<file path="src/upcc_pkg.sv">
// Constants and types shared by the packet check byte logic.
// How it works
// - A bad check byte sets the path error flag and the summary flag.
// - Single-UART setups report every check failure on the up-path flag.
// - Dual-UART setups flag up-path and down-path failures separately.
// - A command is accepted only when its check byte equals the remainder.
// - Both ends use CRC-8 with polynomial x^8+x^6+x^3+x^2+1 (0xA6).
// - The engine consumes the stream least significant bit first.
// - Remainder bits seven to zero are check byte bits seven to zero.
// - Per packet: clear engine, feed stream, stop, compare following check byte.
// - On mismatch the transaction is dropped and the summary flag raised.
// - Outgoing data runs through a cleared engine; remainder is sent after it.
// - Only data bytes before the check byte count; alive-counter and other non-data bytes do not.
`default_nettype none

package upcc_pkg;
    localparam int CRC_W = 8;
    localparam int BIT_CNT_W = 3;
    localparam logic [BIT_CNT_W-1:0] LAST_BIT = 3'h7;
    localparam logic [BIT_CNT_W-1:0] FIRST_BIT = 3'h0;
    localparam logic [CRC_W-1:0] GENERATOR_REFLECTED_GENERATOR_CONST = 8'hA6;
    localparam logic [CRC_W-1:0] REFLECTED_GENERATOR_CONST = 8'hB2;
    localparam logic [CRC_W-1:0] CLEAR_VALUE = 8'h00;
    localparam int NUM_PATHS = 2;
    localparam int UP_PATH = 0;
    localparam int DOWN_PATH = 1;
    localparam int KIND_W = 2;
    localparam int CLR_UP = 0;
    localparam int CLR_DOWN = 1;
    localparam int CLR_SUMMARY = 2;
    localparam int CLR_W = 3;

    typedef enum logic [KIND_W-1:0] {
        UPCC_KIND_DATA,
        UPCC_KIND_ALIVE,
        UPCC_KIND_CHECK,
        UPCC_KIND_NONE
    } upcc_kind_e;

    typedef enum logic [0:0] {
        UPCC_RX_IDLE,
        UPCC_RX_SHIFT
    } upcc_rx_state_e;

    typedef enum logic [1:0] {
        UPCC_TX_IDLE,
        UPCC_TX_SHIFT,
        UPCC_TX_EMIT_DATA,
        UPCC_TX_EMIT_CHECK
    } upcc_tx_state_e;
endpackage : upcc_pkg

`default_nettype wire
</file>
<file path="src/upcc_err_flags.sv">
// Sticky check error flags for the up path, down path and summary.
`timescale 1ns/1ns
`default_nettype none

module upcc_err_flags (
    input wire logic clk,
    input wire logic rst,
    input wire logic set_up,
    input wire logic set_down,
    input wire logic [upcc_pkg::CLR_W-1:0] clear,
    output logic [upcc_pkg::NUM_PATHS-1:0] second_alert_status_reg,
    output logic first_alert_status_reg
);
    logic [upcc_pkg::NUM_PATHS-1:0] path_next;
    logic summary_next;

    // A set in the same cycle as a clear wins, so no failure is lost.
    always_comb begin
        path_next = second_alert_status_reg;
        summary_next = first_alert_status_reg;
        if (clear[upcc_pkg::CLR_UP]) begin
            path_next[upcc_pkg::UP_PATH] = 1'b0;
        end
        if (clear[upcc_pkg::CLR_DOWN]) begin
            path_next[upcc_pkg::DOWN_PATH] = 1'b0;
        end
        if (clear[upcc_pkg::CLR_SUMMARY]) begin
            summary_next = 1'b0;
        end
        if (set_up) begin
            path_next[upcc_pkg::UP_PATH] = 1'b1;
        end
        if (set_down) begin
            path_next[upcc_pkg::DOWN_PATH] = 1'b1;
        end
        if (set_up || set_down) begin
            summary_next = 1'b1;
        end
    end

    always_ff @(posedge clk or posedge rst) begin
        if (rst) begin
            second_alert_status_reg <= '0;
            first_alert_status_reg <= 1'b0;
        end else begin
            second_alert_status_reg <= path_next;
            first_alert_status_reg <= summary_next;
        end
    end
endmodule : upcc_err_flags

`default_nettype wire

</file>
<file path="config.mk">
export PLATFORM = sky130hd
export DESIGN_NAME = upcc_err_flags
export DESIGN_NICKNAME = d
export VERILOG_FILES = /design/src/upcc_pkg.sv /design/src/upcc_err_flags.sv
export SDC_FILE = /design/constraint.sdc
export NUM_CORES = 1
export LEC_CHECK = 0
export BUFFER_PORTS_ARGS = -buffer_cell sky130_fd_sc_hd__buf_2
export CORE_AREA = 3 3 40 42
export CTS_CLUSTER_SIZE = 25
export DETAILED_ROUTE_END_ITERATION = 8
export DIE_AREA = 0 0 43 45
export GPL_ROUTABILITY_DRIVEN = 0
export SLEW_MARGIN = 20
export SYNTH_ARGS = -nofsm -noshare
export SYNTH_HDL_FRONTEND = slang
export SYNTH_SLANG_ARGS = --single-unit
</file>
<file path="constraint.sdc">
create_clock -name clk -period 1.49 [get_ports clk]
set_input_delay 0 -clock clk [delete_from_list [all_inputs] [get_ports clk]]
set_output_delay 0 -clock clk [all_outputs]
set_load 0.1 [all_outputs]
</file>
==> reports/metrics.yaml, run 1 <==
run_status:
  status: "completed"
timing:
  finalMaxSlewViolations: 0
  slew_headroom_pct: 67.8
  final.setup.tns_ns: 0
  tightestPinTransition_ns: 0.487
  rsz0062_at_grt: "false"
  hold_violations: 0
  fmaxAchievable_ghz: 0.800
  final-setup-viol-count: 0
  timing.final.crit_period_ns: 1.25
  fin_skew_ns: 0
  fin_crit_sh_pct: 83.9
logic_synthesis:
  synth_area_leaders: "dfrtp_1, a21o_1, inv_1"
  synth_warnings: 0
  synthArstFlopShare_pct: 100
  synth.ff_latch_count: 3
  netlist_top_cells_count: "inv_1, dfrtp_1, a21o_1, nor2_1, o21ai_1"
  synthDistinctLibCells: 5
  synth_top_flop_cell: "dfrtp_1"
  synth-edff-count: 0
  synth_compound_area_share_pct: 17.6
  synth.avg_cell_area_sq_um: 10.4
  netlist_area_sq_um: 114
  yosysTopAreaCell: "dfrtp_1"
  synth.most_common_cell: "inv_1"
  synth-xor-area-share_pct: 0
  synth.mux.area_fraction_pct: 0
  synth_top_area_share_pct: 65.9
  synth_nets: 18
  synth-simple-area-share_pct: 3.30
  synthAdderAreaFrac_pct: 0
  netlist_instances: 11
  synth_top_family_by_area: "compound AO/OA/AOI/OAI gates"
  synth-seq-area-share_pct: 65.9
final_layout:
  nets: 37
  drive_gt1_share_pct: 41.4
  syn2layout_area_growth_pct: 123
  fin_util_pct: 19.8
  largest_reg_flops: 2
  n_antenna_cell: 0
floorplan:
  die_x_um: 43
  initial_core_util_pct: 8.86
  core-area_sq_um: 1280
  floorplan.rows: 13
  fp.dieArea_sq_um: 1940
  io_pins: 10
  die_y_um: 45
worst_setup_path:
  worstPathMaxFanout: 2
  cp_common_cell: "dlygate4sd3_1"
  critPathLaunch: "set_down"
  critical_path_arrival_ns: 1.35
  critPathSlowestCell: "dlygate4sd3_1"
  r2r-start: "first_alert_status_reg$_DFFE_PP0P_"
  crit_family: "buffers and inverters"
  crit_buf_inv: 3
  startpoint_type: "primary input"
  cp-end-kind: "register"
  critPathKind: "in -> reg"
  path_cells: "dlygate4sd3_1 > buf_2 > nor2_1 > o21ai_1 > dlygate4sd3_1"
  required_ns: 1.59
  cpPeakStageDelay_ns: 0.55
drt:
  dr.pass1.iters: 1
  vias: 126
  drt-wirelength-per-cell_um: 6.45
  routed_wl_um: 284
  ant_nets: 0
  initialDrtViolationCount: 0
  post_drt_via_cell_ratio: 2.86
  drc: 0
clock_network:
  cts_tree: "yes"
  cts.repair.resized: 0
  cts_buffer_depth: 2
  cts_htree_levels: 1
  cts_root_buf: "clkbuf_4"
  clock_sinks: 3
  clock_latency_ns: 0.23
  cts_buffers: 3
  clk_pin_slew_ns: 0.03
worst_hold_path:
  hold_class: "in -> reg"
  hold_start: "clear[1]"
placed_design:
  port_buffers: 9
global_route:
  grt_pass1_wl_um: 407
  grt_max_degree: 4
  grt_pass1_vias: 115
  overflow: 0
  track_usage_pct: 3.59
  antenna_found_initial: 0
job:
  drv_cap: 0
power_and_ir_drop:
  ir_worst_vdd_mv: 0.189
  power_leakage_nw: 0.137
  power.density_nw_per_um2: 1160
-- path summary, 6_finish.rpt --
check	endpoint	slack, ns	cells after the start
setup / recovery	first_alert_status_reg$_DFFE_PP0P_	0.24	5
hold / removal	second_alert_status_reg[1]$_DFFE_PP0P_	0.04	3
setup reg to reg	first_alert_status_reg$_DFFE_PP0P_	0.35	3
hold reg to reg	second_alert_status_reg[1]$_DFFE_PP0P_	0.47	1
max in group asynchronous	second_alert_status_reg[1]$_DFFE_PP0P_	1.18	3
min in group asynchronous	second_alert_status_reg[0]$_DFFE_PP0P_	0.18	3
-- per-stage QoR --
| step | instances | power [mW] | setup slack, ns | cell area (sq um) | hold WS (ns) |
|---|---|---|---|---|---|
| floorplan | 11 | 0.134 | 0.294 | 114 | -0.246 |
| detailed placement | 35 | 0.148 | 0.747 | 178 | -0.131 |
| CTS | 44 | 0.304 | 0.256 | 254 | 0.0354 |
| global placement | 35 | 0.148 | 0.750 | 178 | -0.131 |
| global route | 44 | 0.319 | 0.207 | 254 | 0.0478 |
| finish | 44 | 0.294 | 0.241 | 254 | 0.0429 |
-- logic make-up (layout without fill, tap and decap cells) --
| logic type | Yosys count | count (layout) |
|---|---|---|
| buf+inv | 4 | 22 |
| simple gates | 1 | 1 |
| flops | 3 | 3 |
| compound gates | 3 | 3 |
-- layout make-up --
type | count | area (sq um)
Timing Repair Buffer | 14 | 95.1
Sequential cell | 3 | 75.1
Clock buffer | 4 | 26.3
Tap cell | 15 | 18.8
Inverter | 4 | 15.0
Multi-Input combinational cell | 4 | 23.8
Fill cell | 141 | 1030
-- cell usage in the layout (no fill, tap or decap), drive strengths merged --
master       n
dlygate4sd3  5
inv          4
dfrtp        3
clkbuf       4
o21ai        1
a21o         2
nor2         1
buf          9
-- layer usage --
metal	GRT usage (%)	vias up	part of all wire, %
met2	3.59	10	37
li1	-	68	-
met3	4.78	0	23
met4	3.61	0	0
met1	3.15	48	40
met5	0	-	0
-- power by group --
group          switching (mW)  total, mW  internal [mW]
logic                  0.0470     0.0677         0.0207
clock network          0.0375      0.138          0.100
registers             0.00196     0.0889         0.0869
-- worst reg2reg max path: stages, from the launching register on --
cell	delay, ns
dfrtp_1	0.36
inv_1	0.05
o21ai_1	0.06
dlygate4sd3_1	0.55
-- repair_timing --
| action | in CTS | in global routing |
|---|---|---|
| buffers inserted | 0 | 0 |
| endpoints found under the hold margin | 6 | 0 |
| hold buffers | 5 | 0 |
No activity file was read; power rests on OpenSTA's default activity.
==> run 2, diff against run 1 <==
Settings changed: ABC_AREA set to 1.
Clock period 1.49 ns to 1.3 ns, I/O delays scaled along.
==> run 2 against run 1 <==
Against the previous run: via count grew 12%; largest power group unchanged; worst hold slack got worse by 0.037 ns; sequential power is 15% higher; sequential cell count stayed put; utilization is 0.78 points higher; register-to-register slack got worse by 0.18 ns; critical endpoint is now second_alert_status_reg[1]$_DFFE_PP0P_.
==> reports/metrics.yaml, run 2 <==
logic_synthesis:
  synthDistinctLibCells: 4
  synthArstFlopShare_pct: 100
  yosysTopAreaCell: "dfrtp_1"
  synth_area_leaders: "dfrtp_1, inv_1, nand2_1"
  synth_warnings: 0
  synth.avg_cell_area_sq_um: 7.74
  synth-edff-count: 0
  synth_top_flop_cell: "dfrtp_1"
  netlist_top_cells_count: "inv_1, nand2_1, dfrtp_1, nor2_1"
  synth_nets: 23
  synth.ff_latch_count: 3
  netlist_area_sq_um: 124
  synth_top_area_share_pct: 60.6
  netlist_instances: 16
  synth-seq-area-share_pct: 60.6
worst_setup_path:
  cpPeakStageDelay_ns: 0.54
  cp_common_cell: "dlygate4sd3_1"
  critPathKind: "in -> reg"
  cp-endpoint: "second_alert_status_reg[1]$_DFFE_PP0P_"
  crit_family: "buffers and inverters"
  required_ns: 1.41
  crit_buf_inv: 4
  regToRegSetupSlack_ns: 0.17
  reg2reg_to: "second_alert_status_reg[1]$_DFFE_PP0P_"
  crit_cells: 5
  critPathSlowestCell: "dlygate4sd3_1"
  critical_path_arrival_ns: 1.28
  r2r-start: "second_alert_status_reg[1]$_DFFE_PP0P_"
  path_cells: "dlygate4sd3_1 > buf_2 > inv_1 > nand2_1 > dlygate4sd3_1"
  reg2reg_depth: 3
  critPathLaunch: "set_down"
  startpoint_type: "primary input"
  cp-end-kind: "register"
  worstPathMaxFanout: 2
final_layout:
  fin_area_sq_um: 264
  syn2layout_area_growth_pct: 113
  final_common_cell: "buf_2"
  largest_reg_flops: 2
  layoutNonFillerInstCount: 49
  n_antenna_cell: 0
  final_cell_mix: "buf_2, inv_1, nand2_1"
  fin_util_pct: 20.5
  drive_gt1_share_pct: 35.3
  nets: 42
timing:
  tightestPinTransition_ns: 0.485
  finalMaxSlewViolations: 0
  rsz0062_at_grt: "false"
  fmaxAchievable_ghz: 0.853
  fin_skew_ns: 0
  fin_hold_ws_ns: 0.00617
  fin_crit_sh_pct: 90.2
  hold_violations: 0
  timing.final.crit_period_ns: 1.17
  slew_headroom_pct: 67.9
  final.setup.tns_ns: 0
  final-setup-viol-count: 0
drt:
  dr.pass1.iters: 2
  drc: 0
  initialDrtViolationCount: 1
  ant_nets: 0
  routed_wl_um: 289
  post_drt_via_cell_ratio: 2.88
  vias: 141
  drt-wirelength-per-cell_um: 5.90
power_and_ir_drop:
  power.density_nw_per_um2: 1300
  clock_power_share_pct: 46.5
  ir_worst_vdd_mv: 0.163
  p_int_uw: 239
  power_frac_comb_pct: 23.8
  swShare_pct: 30.0
  power_frac_seq_pct: 29.8
  power_switching_uw: 103
  power_leakage_nw: 0.148
clock_network:
  cts_tree: "yes"
  clock_sinks: 3
  cts_buffers: 3
  clock_latency_ns: 0.23
  cts_root_buf: "clkbuf_4"
  cts_htree_levels: 1
  cts_buffer_depth: 2
  clk_pin_slew_ns: 0.04
floorplan:
  core-area_sq_um: 1280
  floorplan.rows: 13
  die_x_um: 43
  io_pins: 10
  initial_core_util_pct: 9.64
  fp.dieArea_sq_um: 1940
  die_y_um: 45
global_route:
  track_usage_pct: 3.42
  grt_pass1_wl_um: 441
  overflow: 0
  grt_pass1_vias: 136
  antenna_found_initial: 0
  grt_max_degree: 4
placed_design:
  hpwlAfterDp_um: 233
  dp_cells: 40
  place_area_sq_um: 188
  port_buffers: 9
run_status:
  status: "completed"
job:
  drv_cap: 0
worst_hold_path:
  hold_class: "in -> reg"
[run 2: cell types whose count changed after synthesis]
| cell | before | now |
|---|---|---|
| nand2_1 | 0 | 6 |
| o21ai_1 | 1 | 0 |
| a21o_1 | 2 | 0 |
| inv_1 | 4 | 6 |
[run 2: worst min path at each step]
stage / startpoint / endpoint / slack (ns) / cells past startpoint
global route: clear[2] / first_alert_status_reg$_DFFE_PP0P_ / 0.03 / 4
global placement: rst / second_alert_status_reg[0]$_DFFE_PP0P_ / -0.13 / 2
finish: clear[2] / first_alert_status_reg$_DFFE_PP0P_ / 0.006 / 4
detailed placement: rst / second_alert_status_reg[0]$_DFFE_PP0P_ / -0.13 / 2
floorplan: rst / first_alert_status_reg$_DFFE_PP0P_ / -0.25 / 1
CTS: clear[2] / first_alert_status_reg$_DFFE_PP0P_ / 0.007 / 4
[run 2: worst register-to-register path, delay by kind of cell, from the launching register on]
kind          cells  cell delay [ns]
simple gates      2             0.11
flops             1             0.36
buf+inv           1             0.54
[run 2: cells by family after synthesis]
kind of cell | after synthesis | share of synthesized area, %
flops | 3 | 60.6
buf+inv | 6 | 18.2
simple gates | 7 | 21.2
[run 2: final cells by class]
type / instances / area [sq um]
Clock buffer: 4 / 26.3
Fill cell: 150 / 1020
Inverter: 6 / 22.5
Multi-Input combinational cell: 7 / 26.3
Sequential cell: 3 / 75.1
Tap cell: 15 / 18.8
Timing Repair Buffer: 14 / 95.1
[run 2: power groups by stage]
stage	clock network [mW]	logic [mW]	registers (mW)
finish	0.159	0.0813	0.102
global route	0.176	0.0866	0.103
CTS	0.168	0.0823	0.102
detailed placement	0	0.0694	0.103
global placement	0	0.0683	0.103
floorplan	0	0.00952	0.145
[run 2: per-layer routing]
layer  vias up  share of wire (%)  track usage (%)
li1         77                  -                -
met1        56                 38             3.16
met4         0                  0             5.42
met2         8                 45             4.79
met3         0                 16             1.20
met5         -                  0                0
[run 2: repair_timing]
item / 4_1_cts / 5_1_grt
setup buffers: 0 / 0
gates resized for setup: 0 / 0
endpoints found under the setup margin: 0 / 0
endpoints found under the hold margin: 6 / 0
hold buffers: 5 / 0
[run 2: per-stage QoR]
stage / power [mW] / setup slack, ns
after floorplan: 0.155 / 0.154
after global routing: 0.366 / 0.0790
after global placement: 0.171 / 0.564
final: 0.342 / 0.128
after CTS: 0.353 / 0.131
after detailed placement: 0.172 / 0.552
==> run 3, diff against run 2 <==
Settings changed: HOLD_SLACK_MARGIN set to 0.1.
==> run 3 against run 2 <==
Against the previous run: cell count up 2.0%; worst setup slack unchanged; final area up 3.8%; largest cell class unchanged; total power up 0.69%; first-iteration DRC count unchanged; via count up 1.4%; combinational power up 3.0%; wire length up 3.8%; sequential power about the same; clock skew unchanged; sequential cell count unchanged.
==> reports/metrics.yaml, run 3 (synthesis gave the netlist of run 2 again) <==
final_layout:
  final_cell_mix: "buf_2, inv_1, nand2_1, dlygate4sd3_1"
  n_antenna_cell: 0
  final_common_cell: "buf_2"
  regArea_sq_um: 75.1
  drive_gt1_share_pct: 34.3
  nets: 43
  fillers: 149
  multiInputGateArea_sq_um: 26.3
  syn2layout_area_growth_pct: 121
  largest_reg_flops: 2
  fin_area_sq_um: 274
placed_design:
  hpwlAfterDp_um: 233
  place_area_sq_um: 188
  port_buffers: 9
drt:
  vias: 143
  post_drt_via_cell_ratio: 2.86
  dr.pass1.iters: 2
  drc: 0
  drt-wirelength-per-cell_um: 6.00
  routed_wl_um: 300
  initialDrtViolationCount: 1
  ant_nets: 0
timing:
  timing.final.crit_period_ns: 1.17
  final-setup-viol-count: 0
  fin_hold_ws_ns: 0.177
  fmaxAchievable_ghz: 0.853
  final.setup.tns_ns: 0
  fin_crit_sh_pct: 90.2
  tightestPinTransition_ns: 0.488
  hold_violations: 0
  slew_headroom_pct: 67.7
  finalMaxSlewViolations: 0
  fin_skew_ns: 0
  rsz0062_at_grt: "false"
floorplan:
  io_pins: 10
  floorplan.rows: 13
  core-area_sq_um: 1280
  die_x_um: 43
  die_y_um: 45
  initial_core_util_pct: 9.64
  fp.dieArea_sq_um: 1940
worst_setup_path:
  critical_path_arrival_ns: 1.28
  worstPathMaxFanout: 2
  cpPeakStageDelay_ns: 0.54
  crit_buf_inv: 4
  crit_family: "buffers and inverters"
  critPathKind: "in -> reg"
  cp-end-kind: "register"
  regToRegSetupSlack_ns: 0.17
  required_ns: 1.41
  reg2reg_depth: 3
  crit_cells: 5
  critPathLaunch: "set_down"
  r2r-start: "second_alert_status_reg[1]$_DFFE_PP0P_"
  reg2reg_to: "second_alert_status_reg[1]$_DFFE_PP0P_"
  critPathSlowestCell: "dlygate4sd3_1"
  cp_common_cell: "dlygate4sd3_1"
  cp-endpoint: "second_alert_status_reg[1]$_DFFE_PP0P_"
  startpoint_type: "primary input"
  path_cells: "dlygate4sd3_1 > buf_2 > inv_1 > nand2_1 > dlygate4sd3_1"
power_and_ir_drop:
  p_int_uw: 241
  fin_total_pwr_uw: 345
  power_switching_uw: 103
  clock_power_share_pct: 46.2
  power_frac_seq_pct: 29.6
  swShare_pct: 30.0
  power_leakage_nw: 0.152
  power_frac_comb_pct: 24.3
  ir_worst_vdd_mv: 0.177
  power.density_nw_per_um2: 1260
clock_network:
  cts_root_buf: "clkbuf_4"
  clock_latency_ns: 0.23
  cts_htree_levels: 1
  cts_buffer_depth: 2
  clk_pin_slew_ns: 0.04
  postCtsSetupBuffers: 0
  cts_tree: "yes"
  clock_sinks: 3
  cts_buffers: 3
run_status:
  status: "completed"
global_route:
  overflow: 0
  grt_pass1_wl_um: 455
  antenna_found_initial: 0
  grt_max_degree: 4
  grt_pass1_vias: 139
  track_usage_pct: 3.51
job:
  drv_cap: 0
worst_hold_path:
  hold_class: "in -> async"
-- run 3: worst min path at each step --
stage	from	to	slack, ns
floorplan	rst	first_alert_status_reg$_DFFE_PP0P_	-0.25
global placement	rst	second_alert_status_reg[0]$_DFFE_PP0P_	-0.13
detailed placement	rst	second_alert_status_reg[0]$_DFFE_PP0P_	-0.13
CTS	rst	second_alert_status_reg[0]$_DFFE_PP0P_	0.17
global route	rst	second_alert_status_reg[0]$_DFFE_PP0P_	0.17
finish	rst	second_alert_status_reg[0]$_DFFE_PP0P_	0.18
-- run 3: power groups by stage --
stage	combinational (mW)	clock, mW	sequential, mW
after floorplan	0.00952	0	0.145
after global placement	0.0683	0	0.103
after detailed placement	0.0694	0	0.103
after CTS	0.0846	0.168	0.102
after global routing	0.0890	0.176	0.103
final	0.0837	0.159	0.102
-- run 3: layout make-up --
class                      instances  share of cell area (%)
timing repair buffer              15                    38.4
sequential                         3                    27.4
multi-input combinational          7                    9.59
clock buffer                       4                    9.59
inverter                           6                    8.22
tap                               15                    6.85
-- run 3: per-layer routing --
metal  GRT usage [%]  share of wire (%)
met4            5.42                  0
met2            5.09                 45
met1            3.16                 39
met5               0                  0
met3            1.20                 16
-- run 3: repair_timing --
item,4_1_cts,5_1_grt
resized for setup,0,0
hold endpoints to repair,6,0
hold buffers,6,0
-- run 3: through the flow --
stage,cells,utilization [%],setup WS (ns)
after CTS,50,21.3,0.131
after floorplan,16,-,0.154
final,50,21.3,0.128
after global routing,50,21.3,0.0790
after global placement,40,14.6,0.564
after detailed placement,40,14.6,0.552
-- run 3: worst reg2reg max path: stages, from the launching register on --
cell and delay, ns:
dfrtp_1 0.36, nand2_1 0.07, nand2_1 0.04, dlygate4sd3_1 0.54
